**config.mk**
```make
export PLATFORM = sky130hd
export DESIGN_NAME = sixteen_input_debounce_filter
export DESIGN_NICKNAME = d
export VERILOG_FILES = /design/src/hdl/debounce_pkg.sv /design/src/hdl/sixteen_input_debounce_filter.sv /design/src/hdl/debounce_channel.sv
export SDC_FILE = /design/constraint.sdc
export NUM_CORES = 1
export LEC_CHECK = 0
export BUFFER_PORTS_ARGS = -buffer_cell sky130_fd_sc_hd__buf_2
export CORE_ASPECT_RATIO = 0.6
export CORE_MARGIN = 1
export CORE_UTILIZATION = 50
export CTS_BUF_LIST = sky130_fd_sc_hd__clkbuf_4 sky130_fd_sc_hd__clkbuf_8 sky130_fd_sc_hd__clkbuf_16
export DETAILED_ROUTE_END_ITERATION = 8
export MAX_ROUTING_LAYER = met4
export PLACE_DENSITY_LB_ADDON = 0.3
export SYNTH_ARGS = -nofsm -noshare
export SYNTH_HDL_FRONTEND = slang
export SYNTH_SLANG_ARGS = --single-unit
```
**constraint.sdc**
```tcl
create_clock -name clk_sys_i -period 5.8 [get_ports clk_sys_i]
set_input_delay 0.87 -clock clk_sys_i [delete_from_list [all_inputs] [get_ports clk_sys_i]]
set_output_delay 0.87 -clock clk_sys_i [all_outputs]
set_load 0.05 [all_outputs]
```
**src/hdl/debounce_pkg.sv**
```systemverilog
// Constants shared by the sixteen-input debounce filter design
package debounce_pkg;
    localparam int          NUM_CHANNELS   = 16;
    localparam logic [7:0]  CFG_RESET      = 8'h89;
    localparam int          CFG_ENABLE_BIT = 7;
    localparam logic [6:4]  CFG_RSVD_ZERO  = 3'h0;
    localparam logic [3:0]  CODE_MIN       = 4'h6;
    localparam logic [3:0]  CODE_MAX       = 4'hC;
    localparam int          CLK_FREQ_HZ    = 125_000_000;
    // Delay figures in microseconds, least times
    localparam int          DLY_0P4_US     = 400;
    localparam int          DLY_0P7_US     = 700;
    localparam int          DLY_1P5_US     = 1_500;
    localparam int          DLY_3_US       = 3_000;
    localparam int          DLY_6_US       = 6_000;
    localparam int          DLY_12_US      = 12_000;
    localparam int          DLY_23_US      = 23_000;
    localparam int          CNT_W          = 22;
    // Cycle counts, rounded up
    localparam logic [CNT_W-1:0] CYC_0P4 =
        CNT_W'((64'(DLY_0P4_US) * CLK_FREQ_HZ + 999_999) / 1_000_000);
    localparam logic [CNT_W-1:0] CYC_0P7 =
        CNT_W'((64'(DLY_0P7_US) * CLK_FREQ_HZ + 999_999) / 1_000_000);
    localparam logic [CNT_W-1:0] CYC_1P5 =
        CNT_W'((64'(DLY_1P5_US) * CLK_FREQ_HZ + 999_999) / 1_000_000);
    localparam logic [CNT_W-1:0] CYC_3 =
        CNT_W'((64'(DLY_3_US) * CLK_FREQ_HZ + 999_999) / 1_000_000);
    localparam logic [CNT_W-1:0] CYC_6 =
        CNT_W'((64'(DLY_6_US) * CLK_FREQ_HZ + 999_999) / 1_000_000);
    localparam logic [CNT_W-1:0] CYC_12 =
        CNT_W'((64'(DLY_12_US) * CLK_FREQ_HZ + 999_999) / 1_000_000);
    localparam logic [CNT_W-1:0] CYC_23 =
        CNT_W'((64'(DLY_23_US) * CLK_FREQ_HZ + 999_999) / 1_000_000);
endpackage : debounce_pkg

```
**src/hdl/sixteen_input_debounce_filter.sv**
```systemverilog
// Sixteen-input debounce filter with process input image
// Function
// - Low nibble codes 06h..0Ch select delays 0.4 ms to 23 ms.
// - Bit 7 clear bypasses filtering; set applies the selected delay.
// - One delay setting serves all sixteen channels alike.
// - Configuration resets to 89h: filter on, 3 ms.
// - Pulses shorter than the delay never reach the image.
// - Delay applies equally to rising and falling transitions.
// - Image byte 0 holds channels 0-7, byte 1 channels 8-15.
`timescale 1ns/1ns
`default_nettype none
module sixteen_input_debounce_filter
    import debounce_pkg::*;
(
    input  wire logic        clk_sys_i,
    input  wire logic        rst_i,
    input  wire logic [15:0] digital_input_channel_i,
    input  wire logic        cfg_write_i,
    input  wire logic [7:0]  cfg_wdata_i,
    output logic      [7:0]  input_delay_config_o,
    output logic             cfg_error_o,
    output logic      [7:0]  process_input_image0_o,
    output logic      [7:0]  process_input_image1_o
);
    //////////////////////////////////////////////////////////////////////
    // Configuration decode
    function automatic logic [CNT_W-1:0] code_to_cycles(
        input logic [3:0] code
    );
        case (code)
            4'h6:    code_to_cycles = CYC_0P4;
            4'h7:    code_to_cycles = CYC_0P7;
            4'h8:    code_to_cycles = CYC_1P5;
            4'h9:    code_to_cycles = CYC_3;
            4'hA:    code_to_cycles = CYC_6;
            4'hB:    code_to_cycles = CYC_12;
            4'hC:    code_to_cycles = CYC_23;
            default: code_to_cycles = CYC_3;
        endcase
    endfunction : code_to_cycles

    logic [7:0]       cfg_q;
    logic [7:0]       cfg_d;
    logic             err_q;
    logic             err_d;
    logic [15:0]      sync1_q;
    logic [15:0]      sync2_q;
    logic [15:0]      filt;
    logic [15:0]      image_q;
    wire              wr_legal;
    wire              filter_en;
    wire [CNT_W-1:0]  limit;

    // Illegal writes leave the old setting in place
    assign wr_legal = cfg_wdata_i[6:4] == CFG_RSVD_ZERO
                   && cfg_wdata_i[3:0] >= CODE_MIN
                   && cfg_wdata_i[3:0] <= CODE_MAX;
    assign cfg_d    = (cfg_write_i && wr_legal) ? cfg_wdata_i : cfg_q;
    assign err_d    = cfg_write_i ? !wr_legal : err_q;
    assign filter_en = cfg_q[CFG_ENABLE_BIT];
    assign limit    = code_to_cycles(cfg_q[3:0]);

    // Configuration register
    always_ff @(posedge clk_sys_i)
    begin
        if (rst_i)
        begin
            cfg_q <= CFG_RESET;
            err_q <= 1'b0;
        end
        else
        begin
            cfg_q <= cfg_d;
            err_q <= err_d;
        end
    end

    //////////////////////////////////////////////////////////////////////
    // Pin synchroniser, two stages before any logic
    always_ff @(posedge clk_sys_i)
    begin
        if (rst_i)
        begin
            sync1_q <= '0;
            sync2_q <= '0;
        end
        else
        begin
            sync1_q <= digital_input_channel_i;
            sync2_q <= sync1_q;
        end
    end

    // Shared limit keeps every channel on the same timing
    for (genvar ch = 0; ch < NUM_CHANNELS; ch++)
    begin : g_chan
        debounce_channel u_chan (
            .clk_sys_i (clk_sys_i),
            .rst_i     (rst_i),
            .sample_i  (sync2_q[ch]),
            .enable_i  (filter_en),
            .limit_i   (limit),
            .state_o   (filt[ch])
        );
    end

    //////////////////////////////////////////////////////////////////////
    // Image register, one cycle behind the filters
    always_ff @(posedge clk_sys_i)
    begin
        if (rst_i)
            image_q <= '0;
        else
            image_q <= filt;
    end

    assign process_input_image0_o = image_q[7:0];
    assign process_input_image1_o = image_q[15:8];
    assign input_delay_config_o   = cfg_q;
    assign cfg_error_o            = err_q;

    //////////////////////////////////////////////////////////////////////
    // Assertion helper: run length of the synchronised level on channel 0.
    // It is counted apart from the filter, so a counter bug cannot hide.
    logic             hold_last_q;
    logic [CNT_W-1:0] hold_run_q;
    logic [CNT_W-1:0] hold_run_d;
    wire              hold_same = sync2_q[0] == hold_last_q;
    wire              hold_full = &hold_run_q;

    // Restart at one on a new level; saturate so a long run cannot wrap
    assign hold_run_d = !hold_same ? CNT_W'(1) :
                        hold_full  ? hold_run_q :
                        hold_run_q + CNT_W'(1);

    // Run-length tracker registers
    always_ff @(posedge clk_sys_i)
    begin
        if (rst_i)
        begin
            hold_last_q <= 1'b0;
            hold_run_q  <= '0;
        end
        else
        begin
            hold_last_q <= sync2_q[0];
            hold_run_q  <= hold_run_d;
        end
    end

    //////////////////////////////////////////////////////////////////////
    // Assertions
    a_cfg_reset_val: assert property (@(posedge clk_sys_i)
        $fell(rst_i) |-> cfg_q == CFG_RESET)
        else $error("config not 89h after reset");

    a_bad_write_kept: assert property (@(posedge clk_sys_i)
        disable iff (rst_i)
        cfg_write_i && !wr_legal |=> cfg_q == $past(cfg_q) && err_q)
        else $error("illegal code changed config");

    a_good_write_take: assert property (@(posedge clk_sys_i)
        disable iff (rst_i)
        cfg_write_i && wr_legal |=> cfg_q == $past(cfg_wdata_i))
        else $error("legal code not stored");

    a_bypass_follow: assert property (@(posedge clk_sys_i)
        disable iff (rst_i)
        !filter_en && $stable(filter_en) |=> filt == $past(sync2_q))
        else $error("bypass does not follow input");

    a_limit_map: assert property (@(posedge clk_sys_i)
        disable iff (rst_i)
        cfg_q[3:0] == 4'h9 |-> limit == CYC_3)
        else $error("3 ms code maps wrong");

    a_short_pulse: assert property (@(posedge clk_sys_i)
        disable iff (rst_i)
        filter_en && $stable(cfg_q) && $changed(filt[0])
        |-> $past(sync2_q[0], 2) == filt[0])
        else $error("channel accepted one-cycle change");

    a_image_order: assert property (@(posedge clk_sys_i)
        disable iff (rst_i)
        ##1 {process_input_image1_o, process_input_image0_o}
            == $past(filt))
        else $error("image byte order wrong");

    a_uniform_time: assert property (@(posedge clk_sys_i)
        disable iff (rst_i)
        filter_en && $stable(cfg_q) && $rose(filt[0]) && $rose(filt[15])
        |-> $past(sync2_q[15]) == $past(sync2_q[0]))
        else $error("channels disagree on timing");

    a_fall_filtered: assert property (@(posedge clk_sys_i)
        disable iff (rst_i)
        filter_en && $stable(cfg_q) && $fell(filt[0])
        |-> !$past(sync2_q[0], 2))
        else $error("fall accepted without dwell");

    // Level must have stood for the whole selected delay before acceptance
    a_hold_full_delay: assert property (@(posedge clk_sys_i)
        disable iff (rst_i)
        $past(filter_en) && $changed(filt[0])
        |-> hold_run_q >= $past(limit))
        else $error("level accepted before delay ran out");

    a_err_flag_clear: assert property (@(posedge clk_sys_i)
        disable iff (rst_i)
        cfg_write_i && wr_legal |=> !err_q)
        else $error("error flag kept after legal write");

    a_cfg_idle_hold: assert property (@(posedge clk_sys_i)
        disable iff (rst_i)
        !cfg_write_i |=> $stable(cfg_q) && $stable(err_q))
        else $error("config moved without a write");

    a_image_reset: assert property (@(posedge clk_sys_i)
        $fell(rst_i) |-> image_q == 16'h0000 && !err_q)
        else $error("image or error flag not clear after reset");

    c_cfg_write:  cover property (@(posedge clk_sys_i)
        cfg_write_i && wr_legal);
    c_cfg_reject: cover property (@(posedge clk_sys_i)
        cfg_write_i && !wr_legal);
    c_rise_ch0:   cover property (@(posedge clk_sys_i) $rose(filt[0]));
    c_bypass:     cover property (@(posedge clk_sys_i) !filter_en);
    c_filt_fall:  cover property (@(posedge clk_sys_i)
        filter_en && $fell(filt[0]));
endmodule : sixteen_input_debounce_filter
`default_nettype wire

```
**src/hdl/debounce_channel.sv**
```systemverilog
// One debounce channel: output follows input once stable for a set time
`timescale 1ns/1ns
`default_nettype none
module debounce_channel
    import debounce_pkg::*;
(
    input  wire logic             clk_sys_i,
    input  wire logic             rst_i,
    input  wire logic             sample_i,
    input  wire logic             enable_i,
    input  wire logic [CNT_W-1:0] limit_i,
    output logic                  state_o
);
    logic             state_q;
    logic             state_d;
    logic [CNT_W-1:0] cnt_q;
    logic [CNT_W-1:0] cnt_d;
    wire              differs = sample_i != state_q;
    wire              expired = cnt_q >= limit_i - CNT_W'(1);

    // Same timing for rising and falling edges; a short pulse restarts
    assign state_d = !enable_i ? sample_i :
                     (differs && expired) ? sample_i : state_q;
    assign cnt_d   = (!enable_i || !differs || expired) ? '0 :
                     cnt_q + CNT_W'(1);

    // Counter and accepted level
    always_ff @(posedge clk_sys_i)
    begin
        if (rst_i)
        begin
            state_q <= 1'b0;
            cnt_q   <= '0;
        end
        else
        begin
            state_q <= state_d;
            cnt_q   <= cnt_d;
        end
    end

    assign state_o = state_q;
endmodule : debounce_channel
`default_nettype wire

```
# == Word-level counts from Yosys, hierarchy flattened ==
# Cells that the tools add are included.
# word_totals
mem_bits_ro,0
ramBits,0
memories,0
register_bits,425
in_bits,27
out_inout_bits,25
latchBits,0
elab_cells,229
# op_classes
n_eq_ne,38
shift,0
order_cmp,18
mul,0
n_addsub,17
bitwise,0
muxes,33
n_div,0
reduce_logical,86
# ops
operator,n
22-bit by 1-bit adder with 22-bit output (second input constant),16
22-bit greater-or-equal comparator,16
22-bit case mux with 6 select lines,1
1-bit logical OR,32
1-bit two-way mux,32
2-bit by 1-bit != test with 1-bit output (second input constant),16
2-bit OR reduction,16
22-bit by 1-bit subtractor with 22-bit output (second input constant),1
1-bit logical AND,19
1-bit zero test,18
4-bit equality test (second input constant),4
1-bit != test,16
4-bit by 3-bit equality test with 1-bit output (second input constant),2
4-bit by 3-bit greater-or-equal comparator with 1-bit output (second input constant),1
4-bit less-or-equal comparator (second input constant),1
3-bit zero test,1

# == Longest topological paths before layout ==
# Gate-level depths: netlist of the first run.
# logic_depth
ltp_word,7
ltp_mapped,18
ltp_nobuf,16

# == Hierarchy ==
# A second synthesis of the first run with hierarchy kept.
# hier_totals
hier_cells,3696
area_unflattened_um2,31675.4
# modules_own_cells
module,area_per_inst_um2,instances,cells_each,seq_area_each_um2
debounce_channel (g_chan[11].u_chan ...),1875.5,11,221,460.4
debounce_channel (g_chan[0].u_chan ...),1820.5,2,218,460.4
debounce_channel (g_chan[2].u_chan),1888.1,1,217,460.4
sixteen_input_debounce_filter,1849.3,1,176,1141.1
debounce_channel (g_chan[10].u_chan),1834.3,1,220,460.4
debounce_channel (g_chan[15].u_chan),1831.8,1,216,460.4

# == Worst setup path before layout of the first run ==
# OpenSTA, ideal clock, no wires.
# synth_path
kind,reg2reg
from,"register cfg_q[3], in the netlist input_delay_config_o[3]"
to,register g_chan[3].u_chan.cnt_q[14]
path_slack_ns,-0.606
n_path_buf,3
required_ns,5.736
setup_time_ns,0.064
arrival_ns,6.342
stages_incl_launch_ff,18
period_less_slack_ns,6.406
path_cell_list,dfxtp_1 > buf_4 > nor2b_1 > clkbuf_1 > o21ai_0 > inv_1 > nor2_1 > nor2b_1 > ha_1 > xnor2_1 > ha_1 > a21oi_1 > o22ai_1 > o211ai_1 > a2111oi_2 > or4_4 > buf_6 > nor2_1
# synth_between
elab_chain_cells,6
elab_cells_between_ends,11
classes_between,1 x add/sub; 1 x order compare; 6 x eq/ne; 1 x mux; 2 x reduce/logical
# synth_rtl
item,line_no,rtl
"start, declared",sixteen_input_debounce_filter.sv:42,logic [7:0] cfg_q;
"start signal, assigned",sixteen_input_debounce_filter.sv:73,cfg_q <= cfg_d;
4-bit equality test / 4-bit by 3-bit equality test with 1-bit output (equally long branches),sixteen_input_debounce_filter.sv:30,case (code)
22-bit case mux with 6 select lines *,sixteen_input_debounce_filter.sv:30,
22-bit by 1-bit subtractor with 22-bit output *,debounce_channel.sv:19,wire expired = cnt_q >= limit_i - CNT_W'(1);
22-bit greater-or-equal comparator *,debounce_channel.sv:19,
1-bit logical OR *,debounce_channel.sv:24,assign cnt_d = (!enable_i || !differs || expired) ? '0 :
2-bit OR reduction (no source line) *,--,
"end signal, assigned",debounce_channel.sv:38,cnt_q <= cnt_d;
"end, declared",debounce_channel.sv:16,logic [CNT_W-1:0] cnt_q;
# Mark *: on every way between the ends. The rest lies on a longest branch, timed or not.
# A chain may end at the register's enable or synchronous reset.

# == Final worst setup path of the first run ==
# layout_path
from,"register cfg_q[2], in the netlist input_delay_config_o[2]"
to,register g_chan[5].u_chan.cnt_q[18]
# layout_between
elab_chain_cells,6
elab_cells_between_ends,11
classes_between,1 x add/sub; 1 x order compare; 6 x eq/ne; 1 x mux; 2 x reduce/logical
# layout_rtl
item,line_no
4-bit equality test / 4-bit by 3-bit equality test with 1-bit output (equally long branches),sixteen_input_debounce_filter.sv:30
22-bit case mux with 6 select lines *,sixteen_input_debounce_filter.sv:30
22-bit by 1-bit subtractor with 22-bit output *,debounce_channel.sv:19
22-bit greater-or-equal comparator *,debounce_channel.sv:19
1-bit logical OR *,debounce_channel.sv:24
2-bit OR reduction (no source line) *,--
"end signal, assigned",debounce_channel.sv:38
"end, declared",debounce_channel.sv:16
# Marked as above.

==> results.toml, run 1 <==
[critical_path]
crit_path_start = "input_delay_config_o[2]$_SDFFE_PP0P_"
critical_path_fanouts_max = 22
timing.critical_path.buf_inv = 2
critical_path_start_end_classification = "register to register"
worst_path_max_delay_cell = "nand4_1"
crit_chain = "nor2b_1, o21ai_2, inv_1, nor2_2, nor2b_1, ha_1, nand3_1, a21boi_2, buf_4, ha_1, nand2_1, a2111oi_0, a21oi_1, a21o_1, nand4_1, a21oi_1"
timing.critical_path.to_type = "register"
crit-reg2reg-launch = "input_delay_config_o[2]$_SDFFE_PP0P_"
crit_family = "simple AND/OR/NAND/NOR gates"
crit_path_start_kind = "register"
slowest_delay_ps = 830
timing.critical_path.required_ps = 6250
worstPathArrival_ps = 5530

[route]
m1WireLength_um = 28820
wl_met3_um = 4224
detail_route.drc_violations = 0
number_of_vias_after_detailed_routing = 19300
post_route_ant_nets = 0
top_signal_layer_used = "met4"
detail_route.wl_per_cell_um = 17.97
detail_route.first_pass.iterations = 5
wl_met2_um = 26490
drt_wl_total_um = 61400
drt-initial-drc-count = 1348
avgViaCountPerCell = 5.650

[yosys]
ys_ff_latch = 425
synthesized_area_fraction_occupied_by_ao_oa_aoi_and_oai_cells_pct = 7.715
multiplexer_share_of_the_synthesized_area_pct = 1.156
syn_nets = 3045
post_synth_fa_ha_maj_area_fraction_pct = 17.41
gate_count_of_the_mapped_netlist = 2697
avgSynthCellArea_um2 = 8.869
yosys_warnings = 0
synth_cell_type_count = 57
yosys.area_share.xor_xnor_pct = 12.60
synth_edf_count = 0
post_synth_instance_area_mm2 = 0.02392
synth_top_family_by_area = "simple AND/OR/NAND/NOR gates"
yosys.area_share.simple_pct = 23.07
yosys_most_used_dff = "dfxtp_1"
synthArstFlopShare_pct = 0
yosysSeqAreaShare_pct = 35.57

[timing]
final.min_clock_period_ps = 5077
setup_viol = 0
post_route_setup_tns_ps = 0
timing_hold_violations_final = 0
maxSlewHeadroom_pct = 27.60
post_route_setup_slack_ps = 722.5
rsz_0062_raised_after_global_routing = "false"
final_min_period_over_clock_period_pct = 87.54
worstMarginPinSlew_ps = 1080
final.setup_skew_ps = 21.40
maxClockFrequency_mhz = 196.9
final_max_slew_viol_count = 0

[floorplan]
floorplan.die.width_um = 284.4
core.rowCount = 61
core_area_mm2 = 0.04679
dieArea_mm2 = 0.04875
initial_core_util_pct = 51.13
die_height_um = 171.4
io_pins = 52

[place]
placedCellCount = 3342
preCtsSetupSlack_ps = 885.9
dp_wirelength_um = 42510
place.gp.congestion = 0.8926
port-buffer-count = 51

[global_routing]
number_of_global_route_vias_before_repair = 18510
grt_max_degree = 45
grt_antenna_before_repair = 1
overflow = 0
global_route_wire_length_before_repair_um = 98110
globalRouteTotalUtil_pct = 25.85

[layout]
instances_no_fill = 3416
layout_commonest_cell = "nor2_1"
nNetsFinal = 3103
final_layout_size_suffix_gt1_share_pct = 7.215
combined_area_of_the_multi_input_logic_cells_mm2 = 0.01488
layout.cells.most_common_list = "462 x nor2_1, 425 x dfxtp_1, 321 x ha_1"
finalCoreUtilization_pct = 56.24
antenna_cells = 0
area_delta_synth_final_pct = 9.990
ff_latch_area_mm2 = 0.008508
fillerInstances = 4066

[clocking]
postCtsSetupBuffers = 0
cts_sinks = 425
ctsHtreeMaxLevel = 2
clk-insertion-delay-late_ps = 560
ctsLongestPathBuffers = 3
hold_buffer_count_at_cts = 0
cts.root.buffer_cell = "clkbuf_16"
cts_buffers = 41
clk_pin_slew_ps = 70
cts_tree = "yes"
cts_repair_resize_count = 0

[flow_run]
max_cap_viol_count = 0

[min_path]
min-delay-start = "sync1_q[13]$_SDFF_PP0_"
hp-class = "register to register"

[power_and_ir_drop]
static-leakage-power_uw = 0.01053
peakVddDrop_v = 0.0002119
cellPowerDensity_mw_per_mm2 = 230.2

[outcome]
status = "finished clean"
Yosys cell counts (31+ instances only):
| master | n | share of area (%) |
|---|---|---|
| a21o_1 | 31 | 0.97 |
| dfxtp_1 | 425 | 36 |
| nor2b_1 | 66 | 1.7 |
| xnor2_1 | 134 | 4.9 |
| nor2_1 | 464 | 7.3 |
| ha_1 | 321 | 17 |
| o21ai_0 | 62 | 1.3 |
| xor2_1 | 210 | 7.7 |
| and3_1 | 48 | 1.3 |
| a21oi_1 | 127 | 2.7 |
| nand3_1 | 164 | 3.4 |
| nand2_1 | 183 | 2.9 |
| inv_1 | 57 | 0.89 |
| nand4_1 | 105 | 2.7 |
metrics by stage:
| stage | hold WS [ps] | total power, µW | area, µm² |
|---|---|---|---|
| after floorplan | 412.9 | 3118 | 23920 |
| after global placement | 418.1 | 3179 | 24840 |
| after detailed placement | 429.4 | 3186 | 24840 |
| after CTS | 443.7 | 6108 | 26310 |
| after global routing | 464.5 | 6249 | 26310 |
| final | 436.7 | 6057 | 26310 |
report_power, final:
group	internal (µW)	total [µW]	leakage [µW]	switching, µW
Clock	1740	2930	0.000726	1190
Sequential	2930	2950	0.00343	13.0
Combinational	54.4	177	0.00638	122
Total	4730	6060	0.0105	1320
logic make-up (layout without fill, tap and decap cells):
logic type / count (synthesis) / in the layout
and+or+nand+nor: 1152 / 1152
DFF: 425 / 425
xor gates and xnor gates: 344 / 344
adders and majority gates: 335 / 335
AOI/OAI and AO/OA: 296 / 296
buffers and inverters: 119 / 208
muxes: 26 / 26
path summary, 6_finish.rpt:
path | end | slack, ps | depth (start not counted)
worst max-delay path | g_chan[5].u_chan.cnt_q[18]$_SDFF_PP0_ | 720 | 16
worst min-delay path | sync2_q[13]$_SDFF_PP0_ | 440 | 1
worst max register to register | g_chan[5].u_chan.cnt_q[18]$_SDFF_PP0_ | 720 | 16
worst min register to register | sync2_q[13]$_SDFF_PP0_ | 440 | 1
metal layers:
layer	track usage, %	vias to the layer above
met3	5.119	134
met1	34.20	9092
met4	8.088	0
met5	-	-
met2	39.76	519
li1	-	9556
flip-flops by register name, indices dropped and copies added, names as in the netlist:
register and count:
g_chan.u_chan.cnt_q 352, g_chan.u_chan.state_o 16, image_q 16, sync1_q 16
sync2_q 16, input_delay_config_o 8, cfg_error_o 1
layout make-up:
type                    count  share of cell area (%)
clock inverters            11                  0.7419
flip-flops and latches    425                   32.34
well taps                 630                   2.996
repair buffers             77                   1.712
clock buffers              63                   4.851
inverters                  57                  0.8132
multi-input cells        2153                   56.55
No activity file was read; power rests on OpenSTA's default activity.
==> inputs of run 2 (changes only) <==
--- a/config.mk
+++ b/config.mk
@@ -6,9 +6,11 @@
 export NUM_CORES = 1
 export LEC_CHECK = 0
 export BUFFER_PORTS_ARGS = -buffer_cell sky130_fd_sc_hd__buf_2
+export CELL_PAD_IN_SITES_DETAIL_PLACEMENT = 0
+export CELL_PAD_IN_SITES_GLOBAL_PLACEMENT = 1
 export CORE_ASPECT_RATIO = 0.6
 export CORE_MARGIN = 1
-export CORE_UTILIZATION = 50
+export CORE_UTILIZATION = 45
 export CTS_BUF_LIST = sky130_fd_sc_hd__clkbuf_4 sky130_fd_sc_hd__clkbuf_8 sky130_fd_sc_hd__clkbuf_16
 export DETAILED_ROUTE_END_ITERATION = 8
 export MAX_ROUTING_LAYER = met4
==> results.toml, run 2 (synthesis results as in run 1) <==
[power_and_ir_drop]
p_sw_uw = 1352
internal_power_uw = 4568
pwr-share-clk_pct = 47.3
cellPowerDensity_mw_per_mm2 = 224.4
seqPwrFrac_pct = 49.7
peakVddDrop_v = 0.0002413
static-leakage-power_uw = 0.01054
p_comb_share_pct = 3.0
power_switching_share_pct = 22.84

[layout]
postLayoutCellArea_mm2 = 0.02638
nNetsFinal = 3112
area_delta_synth_final_pct = 10.28
layout_commonest_cell = "nor2_1"
final_layout_size_suffix_gt1_share_pct = 7.480
largest_register_ffs = 352
antenna_cells = 0
registers.top_by_ff_count = "g_chan.u_chan.cnt_q"
layout.cells.most_common_list = "462 x nor2_1, 425 x dfxtp_1, 321 x ha_1"

[floorplan]
core.rowCount = 65
initial_core_util_pct = 45.53
floorplan.die.width_um = 299.6
die_height_um = 180.6
core_area_mm2 = 0.05254
dieArea_mm2 = 0.05411
io_pins = 52

[min_path]
worstHoldPathCells = 1
hp-class = "register to register"

[clocking]
cts.root.buffer_cell = "clkbuf_16"
clk-insertion-delay-late_ps = 580
cts_repair_resize_count = 0
cts_sinks = 425
postCtsSetupBuffers = 0
ctsLongestPathBuffers = 3
clk_pin_slew_ps = 70
cts_buffers = 43
ctsHtreeMaxLevel = 2
hold_buffer_count_at_cts = 0
cts_tree = "yes"

[critical_path]
crit_family = "simple AND/OR/NAND/NOR gates"
worst_path_max_delay_cell = "nand4_1"
crit_path_start_kind = "register"
timing.critical_path.required_ps = 6280
crit_chain = "nor2b_1, o21ai_2, inv_1, a21oi_1, xnor2_2, buf_4, ha_1, o21ai_0, a211oi_1, a21o_1, o21ai_0, nand4_1, nor2_1"
critical_path_stages = 13
critical_path_fanouts_max = 22
timing.critical_path.to_type = "register"
slowest_delay_ps = 840
rr_worst_depth = 13
timing.critical_path.buf_inv = 2
critical_path_start_end_classification = "register to register"
worstPathArrival_ps = 5610
worst_path_most_repeated_cell = "o21ai_0"

[route]
post_route_ant_nets = 0
avgViaCountPerCell = 5.434
drt_wl_total_um = 61220
detail_route.first_pass.iterations = 6
drt-initial-drc-count = 992
number_of_vias_after_detailed_routing = 19000
detail_route.drc_violations = 0
detail_route.wl_per_cell_um = 17.51

[outcome]
status = "finished clean"

[global_routing]
overflow = 0
globalRouteTotalUtil_pct = 23.46
grt_max_degree = 43
global_route_wire_length_before_repair_um = 99450
grt_antenna_before_repair = 0
number_of_global_route_vias_before_repair = 18370

[place]
dp_wirelength_um = 43060
placedInstanceArea_mm2 = 0.02500
preCtsSetupSlack_ps = 739.9
port-buffer-count = 51
place.gp.congestion = 0.8314

[timing]
timing_hold_violations_final = 0
final.min_clock_period_ps = 5126
setup_viol = 0
maxClockFrequency_mhz = 195.1
final.setup_skew_ps = 36.43
post_route_setup_tns_ps = 0
maxSlewHeadroom_pct = 31.36
final_max_slew_viol_count = 0
post_route_setup_slack_ps = 674.2
final_min_period_over_clock_period_pct = 88.38
rsz_0062_raised_after_global_routing = "false"
worstMarginPinSlew_ps = 1027

[flow_run]
max_cap_viol_count = 0
==> run 2: cell types whose count changed in the layout (fill, tap and decap cells not counted), sizes merged <==
cell	delta
buf	+7
bufinv	-4
clkinv	+7
clkinvlp	-2
==> run 2: through the flow <==
step                power (µW)  cells  util (%)  hold WS, ps
finish                    5920   3497     50.21        436.3
detailed placement        3185   3422     47.58        426.6
global placement          3180   3422     47.58        419.7
floorplan                 3118   2697         -        412.9
global route              6131   3497     50.21        453.6
CTS                       5989   3497     50.21        441.7
==> run 2: area by class of cell <==
cell class | count | area [µm²]
clock inverter | 12 | 98.84
timing repair buffer | 84 | 515.5
clock buffer | 63 | 1282
fill | 4934 | 26160
inverter | 57 | 214.0
sequential | 425 | 8508
multi-input combinational | 2153 | 14880
tap | 703 | 879.6
==> run 2: path summary, 6_finish.rpt <==
check	startpoint	to	slack [ps]
worst min-delay path	sync1_q[1]$_SDFF_PP0_	sync2_q[1]$_SDFF_PP0_	440
worst max-delay path	input_delay_config_o[2]$_SDFFE_PP0P_	g_chan[4].u_chan.cnt_q[21]$_SDFF_PP0_	670
worst max register to register	input_delay_config_o[2]$_SDFFE_PP0P_	g_chan[4].u_chan.cnt_q[21]$_SDFF_PP0_	670
worst min register to register	sync1_q[1]$_SDFF_PP0_	sync2_q[1]$_SDFF_PP0_	440
==> run 2: power groups by stage <==
stage	Clock (µW)	Sequential, µW	Combinational (µW)
floorplan	0	3010	108
global placement	0	3010	170
detailed placement	0	3010	175
CTS	2870	2940	175
global route	2990	2940	194
finish	2800	2940	175
==> run 2: routing by layer <==
metal | global-route usage [%] | up-vias | wire length (µm)
met2 | 34.24 | 322 | 25080
li1 | - | 9566 | -
met5 | - | - | 0
met4 | 4.796 | 0 | 1144
met3 | 4.063 | 85 | 3194
met1 | 33.65 | 9030 | 31800
==> inputs of run 3 (changes only) <==
--- a/config.mk
+++ b/config.mk
@@ -10,7 +10,7 @@
 export CELL_PAD_IN_SITES_GLOBAL_PLACEMENT = 1
 export CORE_ASPECT_RATIO = 0.6
 export CORE_MARGIN = 1
-export CORE_UTILIZATION = 45
+export CORE_UTILIZATION = 50
 export CTS_BUF_LIST = sky130_fd_sc_hd__clkbuf_4 sky130_fd_sc_hd__clkbuf_8 sky130_fd_sc_hd__clkbuf_16
 export DETAILED_ROUTE_END_ITERATION = 8
 export MAX_ROUTING_LAYER = met4
==> constraint.sdc (replaced) <==
create_clock -name clk_sys_i -period 6.6 [get_ports clk_sys_i]
set_input_delay 0.99 -clock clk_sys_i [delete_from_list [all_inputs] [get_ports clk_sys_i]]
set_output_delay 0.99 -clock clk_sys_i [all_outputs]
set_load 0.05 [all_outputs]
==> results.toml, run 3 (synthesis results as in run 1) <==
[timing]
worstMarginPinSlew_ps = 1068
final_min_period_over_clock_period_pct = 79.21
final.min_clock_period_ps = 5228
final.setup_skew_ps = 12.28
final_max_slew_viol_count = 0
maxClockFrequency_mhz = 191.3
timing_hold_violations_final = 0
hold_slack_ps = 436.2
setup_viol = 0
maxSlewHeadroom_pct = 28.64
rsz_0062_raised_after_global_routing = "false"
post_route_setup_tns_ps = 0

[place]
port-buffer-count = 51
placedCellCount = 3342
dp_wirelength_um = 41670
place.gp.congestion = 0.8566

[clocking]
hold_buffer_count_at_cts = 0
ctsLongestPathBuffers = 3
cts_sinks = 425
cts_tree = "yes"
cts_repair_resize_count = 0
cts.root.buffer_cell = "clkbuf_16"
clk-insertion-delay-late_ps = 550
cts_buffers = 43
clk_pin_slew_ps = 60
ctsHtreeMaxLevel = 2
postCtsSetupBuffers = 0

[global_routing]
number_of_global_route_vias_before_repair = 18120
grt_antenna_before_repair = 0
grt_max_degree = 53
global_route_wire_length_before_repair_um = 96990
globalRouteTotalUtil_pct = 25.48
overflow = 0

[flow_run]
max_cap_viol_count = 0

[layout]
layout_commonest_cell = "nor2_1"
registers.top_by_ff_count = "g_chan.u_chan.cnt_q"
final_layout_size_suffix_gt1_share_pct = 7.179
nNetsFinal = 3105
fillerInstances = 4134
combined_area_of_the_multi_input_logic_cells_mm2 = 0.01488
layout.cells.most_common_list = "462 x nor2_1, 425 x dfxtp_1, 321 x ha_1"
instances_no_fill = 3416
largest_register_ffs = 352
ff_latch_area_mm2 = 0.008508
finalCoreUtilization_pct = 56.29
antenna_cells = 0
area_delta_synth_final_pct = 10.10

[power_and_ir_drop]
peakVddDrop_v = 0.0002016
cellPowerDensity_mw_per_mm2 = 202.8
static-leakage-power_uw = 0.01055

[route]
m1WireLength_um = 30060
detail_route.wl_per_cell_um = 17.59
top_signal_layer_used = "met4"
post_route_ant_nets = 0
detail_route.drc_violations = 0
drt-initial-drc-count = 1142
detail_route.first_pass.iterations = 6
avgViaCountPerCell = 5.537
number_of_vias_after_detailed_routing = 18910
drt_wl_total_um = 60080
wl_met3_um = 2904
wl_met2_um = 25590

[critical_path]
critical_path_fanouts_max = 22
crit_chain = "nor3_1, a31oi_4, buf_4, nor2b_1, ha_1, nand3_1, a21boi_2, buf_4, ha_1, nand4_1, a211oi_1, a221o_1, o21bai_1, nand4_1, nor2_1"
timing.critical_path.buf_inv = 2
crit_path_start_kind = "register"
worstPathArrival_ps = 5690
timing.critical_path.required_ps = 7060
critical_path_start_end_classification = "register to register"
timing.critical_path.to_type = "register"
slowest_delay_ps = 820
crit_family = "simple AND/OR/NAND/NOR gates"
worst_path_max_delay_cell = "dfxtp_1"

[outcome]
status = "finished clean"

[floorplan]
floorplan.die.width_um = 284.4
dieArea_mm2 = 0.04875
die_height_um = 171.4
initial_core_util_pct = 51.13
core_area_mm2 = 0.04679
io_pins = 52
core.rowCount = 61

[min_path]
hp-class = "register to register"
-- run 3: cell count changes in the layout (fill, tap and decap cells not counted), sizes merged --
| cell | delta |
|---|---|
| buf | -7 |
| bufinv | +4 |
| clkinv | -3 |
| clkbuf | -1 |
| inv | -1 |
-- run 3: worst register-to-register path, delay by kind of cell (launching register included) --
family	cells	cell delay [ps]
compound gates	5	1210
fa+ha+maj	2	520
buf+inv	2	760
flops	1	820
simple gates	6	1840
-- run 3: routing by layer --
layer,vias up,track usage (%)
met5,-,-
met4,0,6.849
met3,116,3.581
met2,352,38.89
met1,8890,35.23
li1,9555,-
-- run 3: power by group --
part	internal, µW	total [µW]	switching (µW)
registers	2580	2590	9.43
logic	47.7	153	105
clock network	1560	2600	1040
-- run 3: path summary, 6_finish.rpt --
path,start,endpoint,slack (ps),depth (start not counted)
hold / removal,sync1_q[12]$_SDFF_PP0_,sync2_q[12]$_SDFF_PP0_,440,1
setup / recovery,input_delay_config_o[1]$_SDFFE_PP0P_,g_chan[8].u_chan.cnt_q[3]$_SDFF_PP0_,1370,15
setup reg to reg,input_delay_config_o[1]$_SDFFE_PP0P_,g_chan[8].u_chan.cnt_q[3]$_SDFF_PP0_,1370,15
hold reg to reg,sync1_q[12]$_SDFF_PP0_,sync2_q[12]$_SDFF_PP0_,440,1
-- run 3: metrics by stage --
stage | total power, µW | setup WS (ps) | instance area (µm²)
3_3_place_gp | 2793 | 1612 | 24850
3_5_place_dp | 2798 | 1402 | 24850
2_1_floorplan | 2740 | 194.1 | 23920
6_report | 5340 | 1372 | 26340
5_1_grt | 5525 | 985.2 | 26340
4_1_cts | 5398 | 1370 | 26340
-- run 3: final cells by class --
class,count,area share (%)
Multi-Input combinational cell,2153,56.52
Inverter,57,0.8124
Tap cell,630,2.993
Sequential cell,425,32.31
Clock buffer,62,4.950
Clock inverter,12,0.7126
Timing Repair Buffer,77,1.710
